==> src/acs_pkg.sv <==
// package: register map, field layout and routing codes for the input select block
package acs_pkg;
    // register byte offsets on the axi4-lite bus
    localparam logic [3:0] MULTI_SEL_OFF   = 4'h0;
    localparam logic [3:0] FIRST_SEL_OFF   = 4'h4;
    localparam logic [3:0] SCAN_MASK_OFF   = 4'h8;
    localparam logic [3:0] PIN_CFG_OFF     = 4'hc;
    // writable bits per register
    localparam logic [15:0] MULTI_SEL_MASK = 16'h0707;
    localparam logic [15:0] FIRST_SEL_MASK = 16'h9f9f;
    localparam logic [15:0] TEN_BIT_MASK   = 16'h03ff;
    localparam logic [15:0] REG_RESET      = 16'h0000;
    // field positions
    localparam int MC_POS_A = 0;
    localparam int MC_NEG_A = 1;
    localparam int MC_POS_B = 8;
    localparam int MC_NEG_B = 9;
    localparam int FC_POS_A = 0;
    localparam int FC_NEG_A = 7;
    localparam int FC_POS_B = 8;
    localparam int FC_NEG_B = 15;
    // routing code on the mux outputs
    localparam logic [3:0] RT_NONE = 4'hf; // not connected / reserved
    localparam logic [3:0] RT_VREF = 4'he; // negative or low reference
    localparam logic [1:0] AXI_OKAY   = 2'b00;
    localparam logic [1:0] AXI_SLVERR = 2'b10;
    localparam logic [1:0] AXI_DECERR = 2'b11;
endpackage

==> src/acs_input_select.sv <==
// input channel select registers and analog mux routing decode
//
// Implementation choices: the register offsets and the AXI4-Lite interface to the registers.
`timescale 1ns/1ps
// Functional notes
// - twelve-bit mode makes all channel 1-3 codes reserved, no routing.
// - ten-bit negative codes 00 and 01 route negative reference to channels 1-3.
// - negative code 10 gives inputs 6,7 and 8 (large) or 6,7 and none (small).
// - negative code 11 gives input 9 to channel 1 on large; reserved small.
// - positive 1 gives input 3; channels 2,3 get 4,5 on large only.
// - positive 0 gives inputs 0,1,2 to channels 1,2,3 on both variants.
// - multi-channel register holds sample B at bits 10-8, sample A at 2-0.
// - small variant: codes 4,5 reserved, 6,7 select inputs 6,7.
// - scan mask bit x includes analog input x in the scan.
// - all scan bits writable; absent input in scan converts low reference.
// - pin config 1 is digital with port read, mux at ground; 0 analog.
// - all ten pin config bits read/write; absent inputs have no effect.
// - module disable overrides config and puts all shared pins digital.
// - unimplemented bits read as zero.
module acs_input_select
    import acs_pkg::*;
#(
    parameter bit LARGE_VARIANT = 1'b1
) (
    input  wire logic        SYS_CLK,
    input  wire logic        RST_B,
    input  wire logic [3:0]  S_AXI_AWADDR,
    input  wire logic        S_AXI_AWVALID,
    output logic             S_AXI_AWREADY,
    input  wire logic [31:0] S_AXI_WDATA,
    input  wire logic [3:0]  S_AXI_WSTRB,
    input  wire logic        S_AXI_WVALID,
    output logic             S_AXI_WREADY,
    output logic [1:0]       S_AXI_BRESP,
    output logic             S_AXI_BVALID,
    input  wire logic        S_AXI_BREADY,
    input  wire logic [3:0]  S_AXI_ARADDR,
    input  wire logic        S_AXI_ARVALID,
    output logic             S_AXI_ARREADY,
    output logic [31:0]      S_AXI_RDATA,
    output logic [1:0]       S_AXI_RRESP,
    output logic             S_AXI_RVALID,
    input  wire logic        S_AXI_RREADY,
    input  wire logic        TWELVE_BIT_MODE_SELECT,
    input  wire logic        SAMPLE_SET_B,
    input  wire logic        CONVERTER_MODULE_DISABLE,
    input  wire logic        SCAN_ACTIVE,
    input  wire logic [3:0]  SCAN_INPUT,
    output logic [3:0]       CH0_POS_ROUTE,
    output logic [3:0]       CH0_NEG_ROUTE,
    output logic [3:0]       CH1_POS_ROUTE,
    output logic [3:0]       CH2_POS_ROUTE,
    output logic [3:0]       CH3_POS_ROUTE,
    output logic [3:0]       CH1_NEG_ROUTE,
    output logic [3:0]       CH2_NEG_ROUTE,
    output logic [3:0]       CH3_NEG_ROUTE,
    output logic [9:0]       SCAN_INCLUDE,
    output logic [9:0]       PIN_DIGITAL,
    output logic [9:0]       PORT_READ_EN,
    output logic [9:0]       MUX_TO_GROUND
);
    // ************************************************************
    // reset release
    // ************************************************************
    // chk_en_q lags rst_n one edge: checks skip the flops' last reset edge
    logic rst_s1_q, rst_n, chk_en_q;
    always_ff @(posedge SYS_CLK or negedge RST_B) begin
        if (!RST_B) begin
            rst_s1_q <= 1'b0;
            rst_n    <= 1'b0;
            chk_en_q <= 1'b0;
        end else begin
            rst_s1_q <= 1'b1;
            rst_n    <= rst_s1_q;
            chk_en_q <= rst_n;
        end
    end

    // ************************************************************
    // bus slave
    // ************************************************************
    typedef enum logic [2:0] {
        WR_IDLE = 3'b001,
        WR_RESP = 3'b010,
        WR_HOLD = 3'b100
    } acs_wr_e;
    acs_wr_e     wst_q, wst_d;
    logic        aw_got_q, aw_got_d, w_got_q, w_got_d;
    logic [3:0]  awaddr_q, awaddr_d;
    logic [31:0] wdata_q, wdata_d;
    logic [3:0]  wstrb_q, wstrb_d;
    logic [1:0]  bresp_q, bresp_d;
    logic [15:0] msel_q, msel_d, fsel_q, fsel_d, scan_q, scan_d, pin_analog_digital_cfg_q, pin_analog_digital_cfg_d;
    logic        rvalid_q, rvalid_d;
    logic [31:0] rdata_q, rdata_d;
    logic [1:0]  rresp_q, rresp_d;
    assign S_AXI_AWREADY = (wst_q == WR_IDLE) && !aw_got_q;
    assign S_AXI_WREADY  = (wst_q == WR_IDLE) && !w_got_q;
    assign S_AXI_BVALID  = (wst_q == WR_RESP);
    assign S_AXI_BRESP   = bresp_q;
    assign S_AXI_ARREADY = !rvalid_q;
    assign S_AXI_RVALID  = rvalid_q;
    assign S_AXI_RDATA   = rdata_q;
    assign S_AXI_RRESP   = rresp_q;

    function automatic logic [15:0] merge16(input logic [15:0] old, input logic [31:0] d,
                                            input logic [3:0] s, input logic [15:0] m);
        logic [15:0] v;
        v[7:0]  = s[0] ? d[7:0]  : old[7:0];
        v[15:8] = s[1] ? d[15:8] : old[15:8];
        return v & m;
    endfunction

    always_comb begin
        wst_d    = wst_q;
        aw_got_d = aw_got_q;
        w_got_d  = w_got_q;
        awaddr_d = awaddr_q;
        wdata_d  = wdata_q;
        wstrb_d  = wstrb_q;
        bresp_d  = bresp_q;
        msel_d   = msel_q;
        fsel_d   = fsel_q;
        scan_d   = scan_q;
        pin_analog_digital_cfg_d   = pin_analog_digital_cfg_q;
        case (wst_q)
            WR_IDLE: begin
                if (S_AXI_AWVALID && !aw_got_q) begin
                    aw_got_d = 1'b1;
                    awaddr_d = S_AXI_AWADDR;
                end
                if (S_AXI_WVALID && !w_got_q) begin
                    w_got_d = 1'b1;
                    wdata_d = S_AXI_WDATA;
                    wstrb_d = S_AXI_WSTRB;
                end
                if (aw_got_q && w_got_q) begin
                    wst_d = WR_HOLD;
                end
            end
            WR_HOLD: begin
                bresp_d  = AXI_OKAY;
                case ({awaddr_q[3:2], 2'b00})
                    MULTI_SEL_OFF: msel_d = merge16(msel_q, wdata_q, wstrb_q, MULTI_SEL_MASK);
                    FIRST_SEL_OFF: fsel_d = merge16(fsel_q, wdata_q, wstrb_q, FIRST_SEL_MASK);
                    SCAN_MASK_OFF: scan_d = merge16(scan_q, wdata_q, wstrb_q, TEN_BIT_MASK);
                    PIN_CFG_OFF:   pin_analog_digital_cfg_d = merge16(pin_analog_digital_cfg_q, wdata_q, wstrb_q, TEN_BIT_MASK);
                    default:       bresp_d = AXI_DECERR;
                endcase
                aw_got_d = 1'b0;
                w_got_d  = 1'b0;
                wst_d    = WR_RESP;
            end
            WR_RESP: begin
                if (S_AXI_BREADY) begin
                    wst_d = WR_IDLE;
                end
            end
            default: wst_d = WR_IDLE;
        endcase
    end

    always_comb begin
        rvalid_d = rvalid_q;
        rdata_d  = rdata_q;
        rresp_d  = rresp_q;
        if (rvalid_q && S_AXI_RREADY) begin
            rvalid_d = 1'b0;
        end
        if (!rvalid_q && S_AXI_ARVALID) begin
            rvalid_d = 1'b1;
            rresp_d  = AXI_OKAY;
            rdata_d  = 32'h0000_0000;
            case ({S_AXI_ARADDR[3:2], 2'b00})
                MULTI_SEL_OFF: rdata_d = {16'h0000, msel_q};
                FIRST_SEL_OFF: rdata_d = {16'h0000, fsel_q};
                SCAN_MASK_OFF: rdata_d = {16'h0000, scan_q};
                PIN_CFG_OFF:   rdata_d = {16'h0000, pin_analog_digital_cfg_q};
                default:       rresp_d = AXI_DECERR;
            endcase
        end
    end

    always_ff @(posedge SYS_CLK or negedge rst_n) begin
        if (!rst_n) begin
            wst_q    <= WR_IDLE;
            aw_got_q <= 1'b0;
            w_got_q  <= 1'b0;
            awaddr_q <= 4'h0;
            wdata_q  <= 32'h0000_0000;
            wstrb_q  <= 4'h0;
            bresp_q  <= AXI_OKAY;
            msel_q   <= REG_RESET;
            fsel_q   <= REG_RESET;
            scan_q   <= REG_RESET;
            pin_analog_digital_cfg_q   <= REG_RESET;
            rvalid_q <= 1'b0;
            rdata_q  <= 32'h0000_0000;
            rresp_q  <= AXI_OKAY;
        end else begin
            wst_q    <= wst_d;
            aw_got_q <= aw_got_d;
            w_got_q  <= w_got_d;
            awaddr_q <= awaddr_d;
            wdata_q  <= wdata_d;
            wstrb_q  <= wstrb_d;
            bresp_q  <= bresp_d;
            msel_q   <= msel_d;
            fsel_q   <= fsel_d;
            scan_q   <= scan_d;
            pin_analog_digital_cfg_q   <= pin_analog_digital_cfg_d;
            rvalid_q <= rvalid_d;
            rdata_q  <= rdata_d;
            rresp_q  <= rresp_d;
        end
    end

    // ************************************************************
    // routing decode
    // ************************************************************
    logic       mc_pos, fc_neg, in_exists;
    logic [1:0] mc_neg;
    logic [4:0] fc_pos;
    logic [3:0] r0p_d, r0n_d, r1p_d, r2p_d, r3p_d, r1n_d, r2n_d, r3n_d;
    logic [3:0] r0p_q, r0n_q, r1p_q, r2p_q, r3p_q, r1n_q, r2n_q, r3n_q;
    logic [9:0] present;
    logic [9:0] dig_d, dig_q;

    // absent inputs on the small variant are 4, 5, 8 and 9
    assign present = LARGE_VARIANT ? 10'h3ff : 10'h0cf;

    always_comb begin
        mc_pos = SAMPLE_SET_B ? msel_q[MC_POS_B] : msel_q[MC_POS_A];
        mc_neg = SAMPLE_SET_B ? msel_q[MC_NEG_B +: 2] : msel_q[MC_NEG_A +: 2];
        fc_neg = SAMPLE_SET_B ? fsel_q[FC_NEG_B] : fsel_q[FC_NEG_A];
        fc_pos = SAMPLE_SET_B ? fsel_q[FC_POS_B +: 5] : fsel_q[FC_POS_A +: 5];
        r0n_d  = fc_neg ? 4'h1 : RT_VREF;
        // channel 0 positive, scan overrides; absent input converts low reference in scan, RT_NONE otherwise
        if (SCAN_ACTIVE) begin
            in_exists = (SCAN_INPUT < 4'ha) && present[SCAN_INPUT];
            r0p_d     = in_exists ? SCAN_INPUT : RT_VREF;
        end else begin
            in_exists = (fc_pos < 5'd10) && present[fc_pos[3:0]];
            r0p_d     = in_exists ? fc_pos[3:0] : RT_NONE;
        end
        r1p_d = RT_NONE;
        r2p_d = RT_NONE;
        r3p_d = RT_NONE;
        r1n_d = RT_NONE;
        r2n_d = RT_NONE;
        r3n_d = RT_NONE;
        if (!TWELVE_BIT_MODE_SELECT) begin
            if (!mc_pos) begin
                r1p_d = 4'h0;
                r2p_d = 4'h1;
                r3p_d = 4'h2;
            end else begin
                r1p_d = 4'h3;
                r2p_d = LARGE_VARIANT ? 4'h4 : RT_NONE;
                r3p_d = LARGE_VARIANT ? 4'h5 : RT_NONE;
            end
            case (mc_neg)
                2'b00, 2'b01: begin
                    r1n_d = RT_VREF;
                    r2n_d = RT_VREF;
                    r3n_d = RT_VREF;
                end
                2'b10: begin
                    r1n_d = 4'h6;
                    r2n_d = 4'h7;
                    r3n_d = LARGE_VARIANT ? 4'h8 : RT_NONE;
                end
                2'b11: r1n_d = LARGE_VARIANT ? 4'h9 : RT_NONE;
                default: r1n_d = RT_NONE;
            endcase
        end
        // module disable forces every shared pin digital
        dig_d = CONVERTER_MODULE_DISABLE ? present : (pin_analog_digital_cfg_q[9:0] & present);
    end

    always_ff @(posedge SYS_CLK or negedge rst_n) begin
        if (!rst_n) begin
            {r0p_q, r0n_q, r1p_q, r2p_q} <= {4{RT_NONE}};
            {r3p_q, r1n_q, r2n_q, r3n_q} <= {4{RT_NONE}};
            dig_q <= 10'h000;
        end else begin
            {r0p_q, r0n_q, r1p_q, r2p_q} <= {r0p_d, r0n_d, r1p_d, r2p_d};
            {r3p_q, r1n_q, r2n_q, r3n_q} <= {r3p_d, r1n_d, r2n_d, r3n_d};
            dig_q <= dig_d;
        end
    end

    assign CH0_POS_ROUTE = r0p_q;
    assign CH0_NEG_ROUTE = r0n_q;
    assign CH1_POS_ROUTE = r1p_q;
    assign CH2_POS_ROUTE = r2p_q;
    assign CH3_POS_ROUTE = r3p_q;
    assign CH1_NEG_ROUTE = r1n_q;
    assign CH2_NEG_ROUTE = r2n_q;
    assign CH3_NEG_ROUTE = r3n_q;
    assign SCAN_INCLUDE  = scan_q[9:0];
    assign PIN_DIGITAL   = dig_q;
    assign PORT_READ_EN  = dig_q;
    assign MUX_TO_GROUND = dig_q;
endmodule

==> config.mk <==
export PLATFORM = sky130hd
export DESIGN_NAME = acs_input_select
export DESIGN_NICKNAME = d
export VERILOG_FILES = /design/src/acs_pkg.sv /design/src/acs_input_select.sv
export SDC_FILE = /design/constraint.sdc
export NUM_CORES = 1
export LEC_CHECK = 0
export ABC_AREA = 1
export BUFFER_PORTS_ARGS = -buffer_cell sky130_fd_sc_hd__buf_4
export CAP_MARGIN = 20
export CORE_MARGIN = 2
export CORE_UTILIZATION = 32
export DETAILED_ROUTE_END_ITERATION = 12
export GPL_TIMING_DRIVEN = 0
export PLACE_DENSITY = 0.58
export SLEW_MARGIN = 25
export SYNTH_ARGS = -nofsm -noshare
export SYNTH_HDL_FRONTEND = slang
export SYNTH_SLANG_ARGS = --single-unit
==> constraint.sdc <==
create_clock -name SYS_CLK -period 3.7 [get_ports SYS_CLK]
set_input_delay 0.37 -clock SYS_CLK [delete_from_list [all_inputs] [get_ports SYS_CLK]]
set_output_delay 0.37 -clock SYS_CLK [all_outputs]
set_load 0.05 [all_outputs]
Word-level counts from Yosys, hierarchy flattened:

Memory sizes are Yosys's and may differ from the RTL's.
Cells that the tools add are included.

* register bits: 142
* latch bits: 0
* bits in writable memories: 0
* memory bits (read-only): 32
* input bits: 59
* output and inout port bits: 113
* word-level logic and storage cells: 113
* memories kept: 2

* add/subtract/negate cells: 0
* $mul: 0
* divide/modulo/power cells: 0
* magnitude comparators: 4
* equality and inequality tests: 16
* shift-type cells: 0
* multiplexer cells: 33
* bitwise gates (word level): 0
* reduce and logical (&&, ||, !) cells: 31

Memories
* (name not given): depth 16, bits a word 1, rd ports 1, clocked after Yosys merged registers in 0, wr ports 0, RTL line acs_input_select.sv:243 `in_exists = (fc_pos < 5'd10) && present[fc_pos[3:0]];`
* (name not given): depth 16, bits a word 1, rd ports 1, clocked after Yosys merged registers in 0, wr ports 0, RTL line acs_input_select.sv:240 `in_exists = (SCAN_INPUT < 4'ha) && present[SCAN_INPUT];`

Operators by type and width (number)
* $pmux W32 S4: 1
* $mux W4: 10
* $reduce_and A3 Y1: 8
* $eq A2 B2 Y1 const B: 6
* $mux W3: 4
* $pmux W4 S3: 1
* $lt A4 B5 Y1 const B: 2
* $mux W10: 1
* $reduce_and A2 Y1: 5
* $logic_and A1 B1 Y1: 9
* $pmux W3 S3: 1
* $mux W1: 8
* $ne A2 B1 Y1 const B: 4
* $pmux W4 S2: 1
* $eq A2 B1 Y1 const B: 3
* $logic_not A2 Y1: 3
* $pmux W3 S2: 1
* $lt A5 B4 Y1 const B: 1
* $mux W5: 1
* $lt A4 B4 Y1 const B: 1
* $mux W2: 2
* $pmux W1 S2: 2
* $reduce_bool A2 Y1: 2
* $eq A3 B1 Y1 const B: 1
* 4 further kinds: 6

Longest topological paths before layout:

Gate-level depths: netlist of run 1.

* depth after elaboration: 6
* gate-level depth with buffers: 7
* gate-level depth less buffers: 6

Worst setup path before layout of run 1:

No wires, ideal clock.

* path kind: register to register
* start point: register wst_q[2]
* end point: register wst_q[2]
* setup time: 0.117 ns
* data arrival time: 1.944 ns
* required time: 3.583 ns
* setup slack: 1.639 ns
* cell stages (with the launch flop): 5
* path buffers: 0
* clock period less this slack: 2.061 ns
* cell sequence: dfrtp_1 -> nor3_1 -> nand2_1 -> nand3b_1 -> inv_1

* word-level cells in the longest chain between the ends: 3
* elaborated cells on any way between the ends: 7
* classes of those cells: 5 x eq/ne; 1 x mux; 1 x reduce/logical

RTL lines
* start, declared: RTL line acs_input_select.sv:87 `acs_wr_e wst_q, wst_d;`
* start signal, assigned: RTL line acs_input_select.sv:201 `wst_q <= wst_d;`
* $eq A3 B2 Y1 (*)
* net S_AXI_BVALID: RTL line acs_input_select.sv:35 `output logic S_AXI_BVALID,`
* $ne A2 B1 Y1 (no line)
* $reduce_and A2 Y1 (no line)

Mark *: on every way through the listed nets, which the timed path passes. The rest lies on a longest branch.
A chain may end at the register's enable or synchronous reset.

Final worst setup path of run 1:

* start point: register wst_q[0]
* end point: output port S_AXI_WREADY

* word-level cells in the longest chain between the ends: 2

RTL lines
* $eq A3 B1 Y1: RTL line acs_input_select.sv:98 `assign S_AXI_WREADY = (wst_q == WR_IDLE) && !w_got_q;`
* $logic_and A1 B1 Y1: RTL line acs_input_select.sv:98
* end, declared: RTL line acs_input_select.sv:33 `output logic S_AXI_WREADY,`

Every way passes these cells.

==> results of run 1 <==
==> cell families (layout without fill, tap and decap cells) <==
family,count (synthesis),after routing,share of synthesized area
and+or+nand+nor,232,232,0.220
buffers and inverters,118,257,0.151
AOI/OAI and AO/OA,67,67,0.0864
DFF,101,101,0.541
other,2,26,0.00160
==> flip-flops by register name (all words and copies together), names as in the netlist, 3 cells and up <==
| signal | count |
|---|---|
| S_AXI_RDATA | 14 |
| wdata_q | 14 |
| fsel_q | 12 |
| MUX_TO_GROUND | 10 |
| pin_analog_digital_cfg_q | 10 |
| scan_q | 10 |
| msel_q | 6 |
| CH0_POS_ROUTE | 4 |
| wst_q | 3 |
==> critical path, delay by kind of cell, from the launching register on <==
kind,cells,cell delay (ps)
simple gates,2,320
flops,1,580
buf+inv,2,410
==> timing repair <==
action | CTS | global route
hold buffers | 1 | 0
endpoints found under the hold margin | 2 | 0
buffers inserted | 0 | 0
==> through the flow <==
stage | setup slack [ps] | area (um2) | instances | total power [mW]
detailed placement | 2030 | 5970 | 850 | 3.99
CTS | 1650 | 6270 | 867 | 4.96
finish | 1670 | 6270 | 867 | 4.90
global route | 1600 | 6270 | 867 | 5.20
floorplan | 703 | 4800 | 544 | 3.33
global placement | -268 | 5930 | 849 | 3.94
==> power by group through the flow <==
stage / combinational [mW] / clock [mW] / sequential (mW)
2_1_floorplan: 1.09 / 0 / 2.24
3_3_place_gp: 2.14 / 0 / 1.80
3_5_place_dp: 2.18 / 0 / 1.81
4_1_cts: 2.18 / 0.982 / 1.79
5_1_grt: 2.33 / 1.03 / 1.84
6_report: 2.16 / 0.953 / 1.79
==> Yosys cell counts, types with 3 or more instances <==
master	count
a21oi_1	14
dfstp_2	14
nand3_1	28
o21ai_1	9
or2_2	9
buf_4	62
o211ai_1	3
buf_6	4
nor2_2	4
nand2_1	164
o21ai_0	22
dfrtp_1	87
nor3_1	3
nor2_1	13
o21ai_2	16
buf_2	4
inv_1	45
==> path summary, 6_finish.rpt <==
path | from | endpoint | slack [ps] | cells past startpoint
worst max-delay path | wst_q[0]$_DFFE_PN1P_ | S_AXI_WREADY | 1670 | 4
worst min-delay path | TWELVE_BIT_MODE_SELECT | CH2_POS_ROUTE[1]$_DFF_PN1_ | 140 | 1
worst max register to register | wst_q[0]$_DFFE_PN1P_ | wdata_q[11]$_DFFE_PN0P_ | 2320 | 6
worst min register to register | rst_s1_q$_DFF_PN0_ | rst_n$_DFF_PN0_ | 370 | 0
max in group asynchronous | rst_n$_DFF_PN0_ | wdata_q[0]$_DFFE_PN0P_ | 2650 | 1
min in group asynchronous | RST_B | rst_n$_DFF_PN0_ | 350 | 2
==> final cells by class <==
class                      count  area, um2  area share
multi-input combinational    325       1540       0.245
inverter                      46        173      0.0275
clock inverter                 7       73.8      0.0118
buffer                        72        538      0.0857
sequential                   101       2550       0.406
tap                          184        230      0.0367
timing repair buffer         123        946       0.151
clock buffer                   9        225      0.0359
==> routing by layer <==
metal  routed length, um  part of all wire  GRT usage  up-vias
li1                    -                 -          -     1869
met1                4880              0.45      0.186     1700
met2                5170              0.48      0.237      124
met3                 569             0.052     0.0205       19
met4                 262             0.024     0.0627        0
met5                   0                 0          0        -
==> reports/summary.txt, run 1 <==
Run status = complete, no violations
Post-synth ARST share = 1.00
Unrepaired setup endpoints after global routing = false
Avg Vias per Cell = 4.28
TritonCTS Buffers = 9
Final hold violations = 0
Internal Pwr Total = 2.70 mW
Part of the total power dissipated in combinational logic = 0.441
FMAX = 493 MHz
Largest voltage drop on the vdd net = 0.277 mV
Most frequent standard cell in the layout excluding fill and tap cells = buf_4
Longest Clk Path Bufs = 2
Final #Nets = 737
Register bit count reported by yosys = 101
Routed wire length per instance = 12.6 um
Area of the placeable core = 14,400 um2
Effective utilization at floorplan = 0.326
Vertical die dimension = 125 um
Post-synth top area cell = dfrtp_1
Sum Neg Setup Slack = 0 ps
Maximum number of pins on one net before global-route repair = 55
Chip width = 125 um
Clock net sink count = 101
Leakage component of the power = 3.29 nW
Global-route wire length before repair = 18,100 um
Critical path type = reg -> out
Top flip-flop cell by instance count after synthesis = dfrtp_1
Number of max-cap violations = 0
Number of rows created at floorplan = 44
Number of filler cells placed in the layout = 1,437
Headroom to the max-slew limit = 0.533
Die Footprint = 15,700 um2
Cells traversed along the worst timing path = nand3_4 > nor2_8 > buf_4 > buf_4
Avg Cell Area, Syn = 9.05 um2
Clock tree skew after final layout = 5.00 ps
Fin crit share = 0.548
Sequential power share = 0.364
Number of levels in the clock H-tree = 3
Transition time of the tightest slew-check pin = 700 ps
Number of global-route vias before repair = 3,628
HPWL Detailed = 8570 um
IO Count = 172
Highest-count cells in the layout ignoring fill and taps = 183 x buf_4, 164 x nand2_1, 86 x dfrtp_1, 45 x inv_1, 28 x nand3_1
Data arrival, critical path = 1660 ps
Switching share of total power = 0.449
Quantity of I/O buffers inserted on ports = 121
Detail Route Antenna Nets = 0
Antenna cells = 0
Routability-driven placement congestion ratio = 0.837
Ratio of cells with drive above 1 in the final layout = 0.381
Buffer cell driving the clock tree root = clkbuf_16
Clock tree from TritonCTS = yes
Synthesis-to-finish area growth = 33.3%
Clock power share = 0.194
Data required time at the worst endpoint = 3330 ps
Final hold slack = 144 ps
Total track usage = 0.143
Count of instances resized after the clock tree is built = 0
Count of yosys warnings during synthesis = 0
Clock latency on the worst-skew pair = 350 ps
Final core utilization = 0.435
Number of search-and-repair iterations in the first detailed-routing pass = 5
Power density of the placed cells = 782 nW/um2
Net load switching power = 2.20 mW
Netlist cell types = 30
DRC viols = 0
Portion of the post-synthesis area used by sequential elements = 0.541
Final setup violation count = 0
Maximum fanout along the worst path = 10
Netlist area before placement = 4710 um2
Worst setup EP type = output port
Area fraction of the dominant cell type after synthesis = 0.463
Via count = 3,712
Min Clock Period, post-route = 2030 ps
Max-slew violation count = 0
Cell repeated most along the worst path = buf_4
Number of DRC markers in iteration 0 = 194
Startpoint type of the worst setup path = flip-flop
Cell with the largest stage delay on the worst path = dfstp_2
Delay of the slowest cell on the worst path = 580 ps
Dominant cells by area after synthesis = dfrtp_1 46%, nand2_1 13%, buf_4 9.9%
Antenna violations before repair = 0
Number of enable-type register cells in the synthesized netlist = 0
Routed Wire Length = 10,900 um
CTS clock-pin slew for the worst setup and hold paths = 70 ps
Overflow after GRT = 0
Mapped Cells = 520
Class of the tightest hold or removal check = in -> reg
Power figures use the tool's default switching activity.
==> run 2: changes to the inputs <==
==> constraint.sdc (replaced) <==
create_clock -name SYS_CLK -period 2.1 [get_ports SYS_CLK]
set_input_delay 0.21 -clock SYS_CLK [delete_from_list [all_inputs] [get_ports SYS_CLK]]
set_output_delay 0.21 -clock SYS_CLK [all_outputs]
set_load 0.05 [all_outputs]
==> run 2 against run 1 <==
Compared with the run above:
- first-iteration DRC count fell by 8.2%
- cell count rose by 0.23%
- via count fell by 0.92%
- clock-buffer cell count rose by 1
- largest cell class unchanged
- total power rose by 80%
- die area did not move
- clock skew rose by 4.4 ps
- routed wire length fell by 2.4%
==> reports/summary.txt, run 2 (synthesized netlist as in run 1, its figures left out) <==
Effective utilization at floorplan = 0.326 (unchanged)
Maximum fanout along the worst path = 10 (unchanged)
Clock latency on the worst-skew pair = 350 ps (about the same)
Run status = complete, no violations (unchanged)
DRC viols = 0 (unchanged)
FMAX = 538 MHz
Final core utilization = 0.439 (was 0.435)
Data arrival, critical path = 1650 ps (was 1660 ps)
Number of levels in the clock H-tree = 3 (unchanged)
Number of DRC markers in iteration 0 = 178 (was 194)
Final setup violation count = 0 (unchanged)
Detail Route Antenna Nets = 0 (unchanged)
Most frequent standard cell in the layout excluding fill and tap cells = buf_4 (unchanged)
Longest Clk Path Bufs = 2 (unchanged)
Routed Wire Length = 10,600 um (was 10,900 um)
HPWL Detailed = 8570 um (about the same)
Number of rows created at floorplan = 44 (unchanged)
Routed wire length per instance = 12.2 um (was 12.6 um)
Fin crit share = 0.886
Die Footprint = 15,700 um2 (unchanged)
Avg Vias per Cell = 4.23 (was 4.28)
Via count = 3,678 (was 3,712)
Number of global-route vias before repair = 3,507 (was 3,628)
Final hold violations = 0 (unchanged)
Quantity of I/O buffers inserted on ports = 121 (unchanged)
Startpoint type of the worst setup path = flip-flop (unchanged)
Hold path startpoint = S_AXI_RREADY (was TWELVE_BIT_MODE_SELECT)
Buffer cell driving the clock tree root = clkbuf_16 (unchanged)
Clock tree skew after final layout = 9.43 ps (was 5.00 ps)
Class of the tightest hold or removal check = in -> reg (unchanged)
Critical path type = reg -> out (unchanged)
Final #Nets = 739 (was 737)
Max-slew violation count = 0 (unchanged)
TritonCTS Buffers = 9 (unchanged)
Overflow after GRT = 0 (unchanged)
Unrepaired setup endpoints after global routing = false (unchanged)
Power density of the placed cells = 1390 nW/um2 (was 782 nW/um2)
Vertical die dimension = 125 um (unchanged)
Global-route wire length before repair = 17,300 um (was 18,100 um)
Clock net sink count = 101 (unchanged)
Critical Path Start = wst_q[0]$_DFFE_PN1P_ (unchanged)
Chip width = 125 um (unchanged)
Number of search-and-repair iterations in the first detailed-routing pass = 5 (unchanged)
Antenna cells = 0 (unchanged)
Number of filler cells placed in the layout = 1,457 (was 1,437)
Reg-to-Reg Start = wst_q[0]$_DFFE_PN1P_ (unchanged)
Clock tree from TritonCTS = yes (unchanged)
Total setup buffers inserted after CTS = 0 (unchanged)
Antenna violations before repair = 0 (unchanged)
Total track usage = 0.137 (was 0.143)
Area of the placeable core = 14,400 um2 (unchanged)
Maximum number of pins on one net before global-route repair = 37 (was 55)
Number of max-cap violations = 0 (unchanged)
Worst setup EP type = output port (unchanged)
Sum Neg Setup Slack = 0 ps (unchanged)
Ratio of cells with drive above 1 in the final layout = 0.380 (was 0.381)
Data required time at the worst endpoint = 1890 ps (was 3330 ps)
IO Count = 172 (unchanged)
Highest-count cells in the layout ignoring fill and taps = 183 x buf_4, 164 x nand2_1, 86 x dfrtp_1, 45 x inv_1, 28 x nand3_1 (unchanged)
Leakage component of the power = 3.31 nW (was 3.29 nW)
Routability-driven placement congestion ratio = 0.832 (was 0.837)
Largest voltage drop on the vdd net = 0.486 mV (was 0.277 mV)
CTS clock-pin slew for the worst setup and hold paths = 70 ps (about the same)
Final hold slack = 60.3 ps (was 144 ps)
Synthesis-to-finish area growth = 34.7% (was 33.3%)
Min Clock Period, post-route = 1860 ps
run 2: changes by cell type in the layout (fill, tap and decap cells not counted), sizes merged:
cell,change
bufinv,+2
buf,+1
clkbuf,+1
inv,-2
dlygate4sd3,+1
clkinv,-1
run 2: path summary, 6_finish.rpt:
path	end	slack, ps	cells after the start
worst min-delay path	S_AXI_RVALID$_DFFE_PN0P_	60	2
worst min register to register	fsel_q[10]$_DFFE_PN0P_	280	0
min in group asynchronous	rst_n$_DFF_PN0_	180	2
max in group asynchronous	CH0_NEG_ROUTE[0]$_DFF_PN1_	1240	1
worst max register to register	wdata_q[11]$_DFFE_PN0P_	720	6
worst max-delay path	S_AXI_WREADY	240	4
run 2: critical path: stages, from the launching register on:
cell	delay, ps
dfstp_2	570
nand3_4	130
nor2_8	190
buf_4	200
buf_4	210
run 2: per-stage QoR:
| step | total power, mW | area [um2] | worst slack (ps) | std cells |
|---|---|---|---|---|
| after floorplan | 5.87 | 4800 | 38.8 | 544 |
| after global placement | 6.93 | 5940 | -116 | 849 |
| after detailed placement | 7.03 | 5980 | 601 | 851 |
| after CTS | 8.94 | 6340 | 216 | 869 |
| after global routing | 9.36 | 6340 | 152 | 869 |
| final | 8.83 | 6340 | 240 | 869 |
run 2: routing by layer:
metal,global-route usage,share of wire
met5,0,0
met4,0.0431,0.0098
met3,0.0278,0.060
met2,0.227,0.48
met1,0.180,0.45
run 2: timing repair:
action / CTS / global route
endpoints found under the hold margin: 3 / 0
resized for setup: 0 / 0
hold buffers: 2 / 0
run 2: final cells by class:
cell class / count / area (um2) / share of cell area
Tap cell: 184 / 230 / 0.0363
Clock inverter: 6 / 111 / 0.0176
Clock buffer: 10 / 229 / 0.0361
Buffer: 72 / 538 / 0.0849
Inverter: 46 / 173 / 0.0272
Timing Repair Buffer: 125 / 968 / 0.153
Sequential cell: 101 / 2550 / 0.402
Multi-Input combinational cell: 325 / 1540 / 0.243
run 2: where the power goes:
group / leakage [nW] / total, mW / switching, mW / internal [mW]
clock: 0.163 / 1.87 / 0.710 / 1.16
combinational: 1.89 / 3.81 / 2.61 / 1.20
sequential: 1.26 / 3.14 / 0.508 / 2.63
total: 3.31 / 8.83 / 3.83 / 5.00
==> run 3: changes to the inputs <==
--- a/config.mk
+++ b/config.mk
@@ -6,13 +6,13 @@
 export NUM_CORES = 1
 export LEC_CHECK = 0
 export ABC_AREA = 1
-export BUFFER_PORTS_ARGS = -buffer_cell sky130_fd_sc_hd__buf_4
 export CAP_MARGIN = 20
 export CORE_MARGIN = 2
 export CORE_UTILIZATION = 32
 export DETAILED_ROUTE_END_ITERATION = 12
+export DONT_BUFFER_PORTS = 1
 export GPL_TIMING_DRIVEN = 0
-export PLACE_DENSITY = 0.58
+export PLACE_DENSITY = 0.5
 export SLEW_MARGIN = 25
 export SYNTH_ARGS = -nofsm -noshare
 export SYNTH_HDL_FRONTEND = slang
==> run 3 against run 2 <==
Compared with the run above:
- clock power down 13%
- largest cell class unchanged
- total power decreased by 9.8%
- clock skew decreased by 2.2 ps
- maximum frequency grew 1.8%
- critical path depth shrank 2
- sequential share of layout area rose by 6.2 points
==> reports/summary.txt, run 3 (synthesized netlist as in run 1, its figures left out) <==
Number of global-route vias before repair = 3,319 (was 3,507)
Final hold violations = 0 (unchanged)
Number of DRC markers in iteration 0 = 134 (was 178)
Clock latency on the worst-skew pair = 340 ps (was 350 ps)
Maximum number of pins on one net before global-route repair = 38 (was 37)
Max-slew violation count = 0 (unchanged)
Ratio of cells with drive above 1 in the final layout = 0.247 (was 0.380)
Total track usage = 0.138 (was 0.137)
Clock tree skew after final layout = 7.23 ps (was 9.43 ps)
Critical Path Start = wst_q[0]$_DFFE_PN1P_ (unchanged)
Reg2reg end = S_AXI_RDATA[6]$_DFFE_PN0P_ (was wdata_q[11]$_DFFE_PN0P_)
Final worst-path setup slack = 273 ps (was 240 ps)
Unrepaired setup endpoints after global routing = false (unchanged)
Leakage component of the power = 2.75 nW (was 3.31 nW)
Largest voltage drop on the vdd net = 0.422 mV (was 0.486 mV)
Via count = 3,306 (was 3,678)
TritonCTS Buffers = 9 (unchanged)
Global-route wire length before repair = 17,200 um (was 17,300 um)
Final setup violation count = 0 (unchanged)
Net load switching power = 3.71 mW (was 3.83 mW)
Power density of the placed cells = 1450 nW/um2 (was 1390 nW/um2)
Final hold slack = 10.7 ps (was 60.3 ps)
Worst setup EP type = output port (unchanged)
Overflow after GRT = 0 (unchanged)
Buffer cell driving the clock tree root = clkbuf_16 (unchanged)
Vertical die dimension = 125 um (unchanged)
Sequential power share = 0.514 (was 0.356)
CTS clock-pin slew for the worst setup and hold paths = 70 ps (about the same)
Chip width = 125 um (unchanged)
Area of the placeable core = 14,400 um2 (unchanged)
Bufs and invs on worst path = 0 (was 2)
Most frequent standard cell in the layout excluding fill and tap cells = nand2_1 (was buf_4)
Delay of the slowest cell on the worst path = 590 ps (was 570 ps)
Cell area after placement = 5090 um2 (was 5980 um2)
Maximum fanout along the worst path = 5 (was 10)
Routability-driven placement congestion ratio = 0.873 (was 0.832)
Number of cells on the critical path = 2 (was 4)
FMAX = 547 MHz (was 538 MHz)
Quantity of I/O buffers inserted on ports = 0 (was 121)
Effective utilization at floorplan = 0.326 (unchanged)
Critical path type = reg -> out (unchanged)
Avg Vias per Cell = 4.35 (was 4.23)
Clock tree from TritonCTS = yes (unchanged)
Cell with the largest stage delay on the worst path = dfstp_2 (unchanged)
Data arrival, critical path = 1620 ps (was 1650 ps)
Final std cells w/o fill = 760 (was 869)
Setup slack after placement = 42.2 ps (was 601 ps)
Number of cells on the worst reg-to-reg path = 6 (unchanged)
Clock power share = 0.203 (was 0.212)
Min Clock Period, post-route = 1830 ps (was 1860 ps)
Synthesis-to-finish area growth = 16.8% (was 34.7%)
Critical path capture point = S_AXI_AWREADY (was S_AXI_WREADY)
Final #Nets = 630 (was 739)
Fin crit share = 0.870 (was 0.886)
Finished Cell Area = 5500 um2 (was 6340 um2)
CP delay by family, top = simple AND/OR/NAND/NOR gates (was flip-flops)
DRC viols = 0 (unchanged)
Cells traversed along the worst timing path = nand3_4 > nor2_2 (was nand3_4 > nor2_8 > buf_4 > buf_4)
Reg-to-Reg Start = S_AXI_RVALID$_DFFE_PN0P_ (was wst_q[0]$_DFFE_PN1P_)
Switching share of total power = 0.466 (was 0.434)
Startpoint type of the worst setup path = flip-flop (unchanged)
Part of the total power dissipated in combinational logic = 0.282 (was 0.432)
Number of placed cells counting well taps = 732 (was 851)
Number of search-and-repair iterations in the first detailed-routing pass = 5 (unchanged)
Final core utilization = 0.381 (was 0.439)
Die Footprint = 15,700 um2 (unchanged)
Headroom to the max-slew limit = 0.546
Routed Wire Length = 10,500 um (was 10,600 um)
HPWL Detailed = 8370 um (was 8570 um)
Antenna cells = 0 (unchanged)
Number of rows created at floorplan = 44 (unchanged)
Worst R2R Setup Slack = 280 ps (was 720 ps)
Number of levels in the clock H-tree = 3 (unchanged)
Longest Clk Path Bufs = 2 (unchanged)
Highest-count cells in the layout ignoring fill and taps = 164 x nand2_1, 85 x dfrtp_1, 63 x buf_4, 44 x inv_1, 28 x nand3_1 (was 183 x buf_4, 164 x nand2_1, 86 x dfrtp_1, 45 x inv_1, 28 x nand3_1)
Antenna violations before repair = 0 (unchanged)
Data required time at the worst endpoint = 1890 ps (about the same)
Class of the tightest hold or removal check = in -> reg (unchanged)
Routed wire length per instance = 13.8 um (was 12.2 um)
IO Count = 172 (unchanged)
Detail Route Antenna Nets = 0 (unchanged)
Clock net sink count = 101 (unchanged)
Transition time of the tightest slew-check pin = 680 ps
Run status = complete, no violations (unchanged)
Number of max-cap violations = 0 (unchanged)
Internal Pwr Total = 4.25 mW (was 5.00 mW)
[run 3: worst min-delay path by stage]
stage	end	cells after the start	startpoint
after global routing	awaddr_q[2]$_DFFE_PN0P_	2	S_AXI_AWADDR[2]
after detailed placement	rst_s1_q$_DFF_PN0_	0	RST_B
final	wdata_q[7]$_DFFE_PN0P_	2	S_AXI_WDATA[7]
after floorplan	rst_n$_DFF_PN0_	0	RST_B
after global placement	rst_s1_q$_DFF_PN0_	0	RST_B
after CTS	wdata_q[8]$_DFFE_PN0P_	2	S_AXI_WDATA[8]
[run 3: layer usage]
metal | GRT usage | share of wire
met5 | 0 | 0
met4 | 0.0673 | 0.027
met3 | 0.0282 | 0.061
met2 | 0.225 | 0.48
met1 | 0.175 | 0.44
[run 3: per-stage QoR]
| stage | TNS (ps) | total power [mW] |
|---|---|---|
| after floorplan | 0 | 5.87 |
| after global placement | -15630 | 6.33 |
| after detailed placement | 0 | 6.41 |
| after CTS | 0 | 8.07 |
| after global routing | 0 | 8.48 |
| final | 0 | 7.96 |
[run 3: power by group through the flow]
| stage | clock (mW) | combinational [mW] | sequential (mW) |
|---|---|---|---|
| finish | 1.62 | 2.25 | 4.10 |
| detailed placement | 0 | 2.25 | 4.15 |
| global placement | 0 | 2.18 | 4.15 |
| floorplan | 0 | 1.92 | 3.95 |
| CTS | 1.67 | 2.28 | 4.12 |
| global route | 1.76 | 2.52 | 4.20 |
[run 3: final cells by class]
type,count,area (um2)
clock inverters,5,51.3
fillers,1516,8930
clock buffers,11,233
inverters,46,176
flip-flops and latches,101,2550
well taps,184,230
plain buffers,72,539
repair buffers,16,171
multi-input cells,325,1550
[run 3: timing repair]
action	in CTS	in global routing
hold buffers	12	0
resized for setup	0	4
endpoints found under the hold margin	21	0
setup endpoints to repair	0	12
buffers inserted	0	0
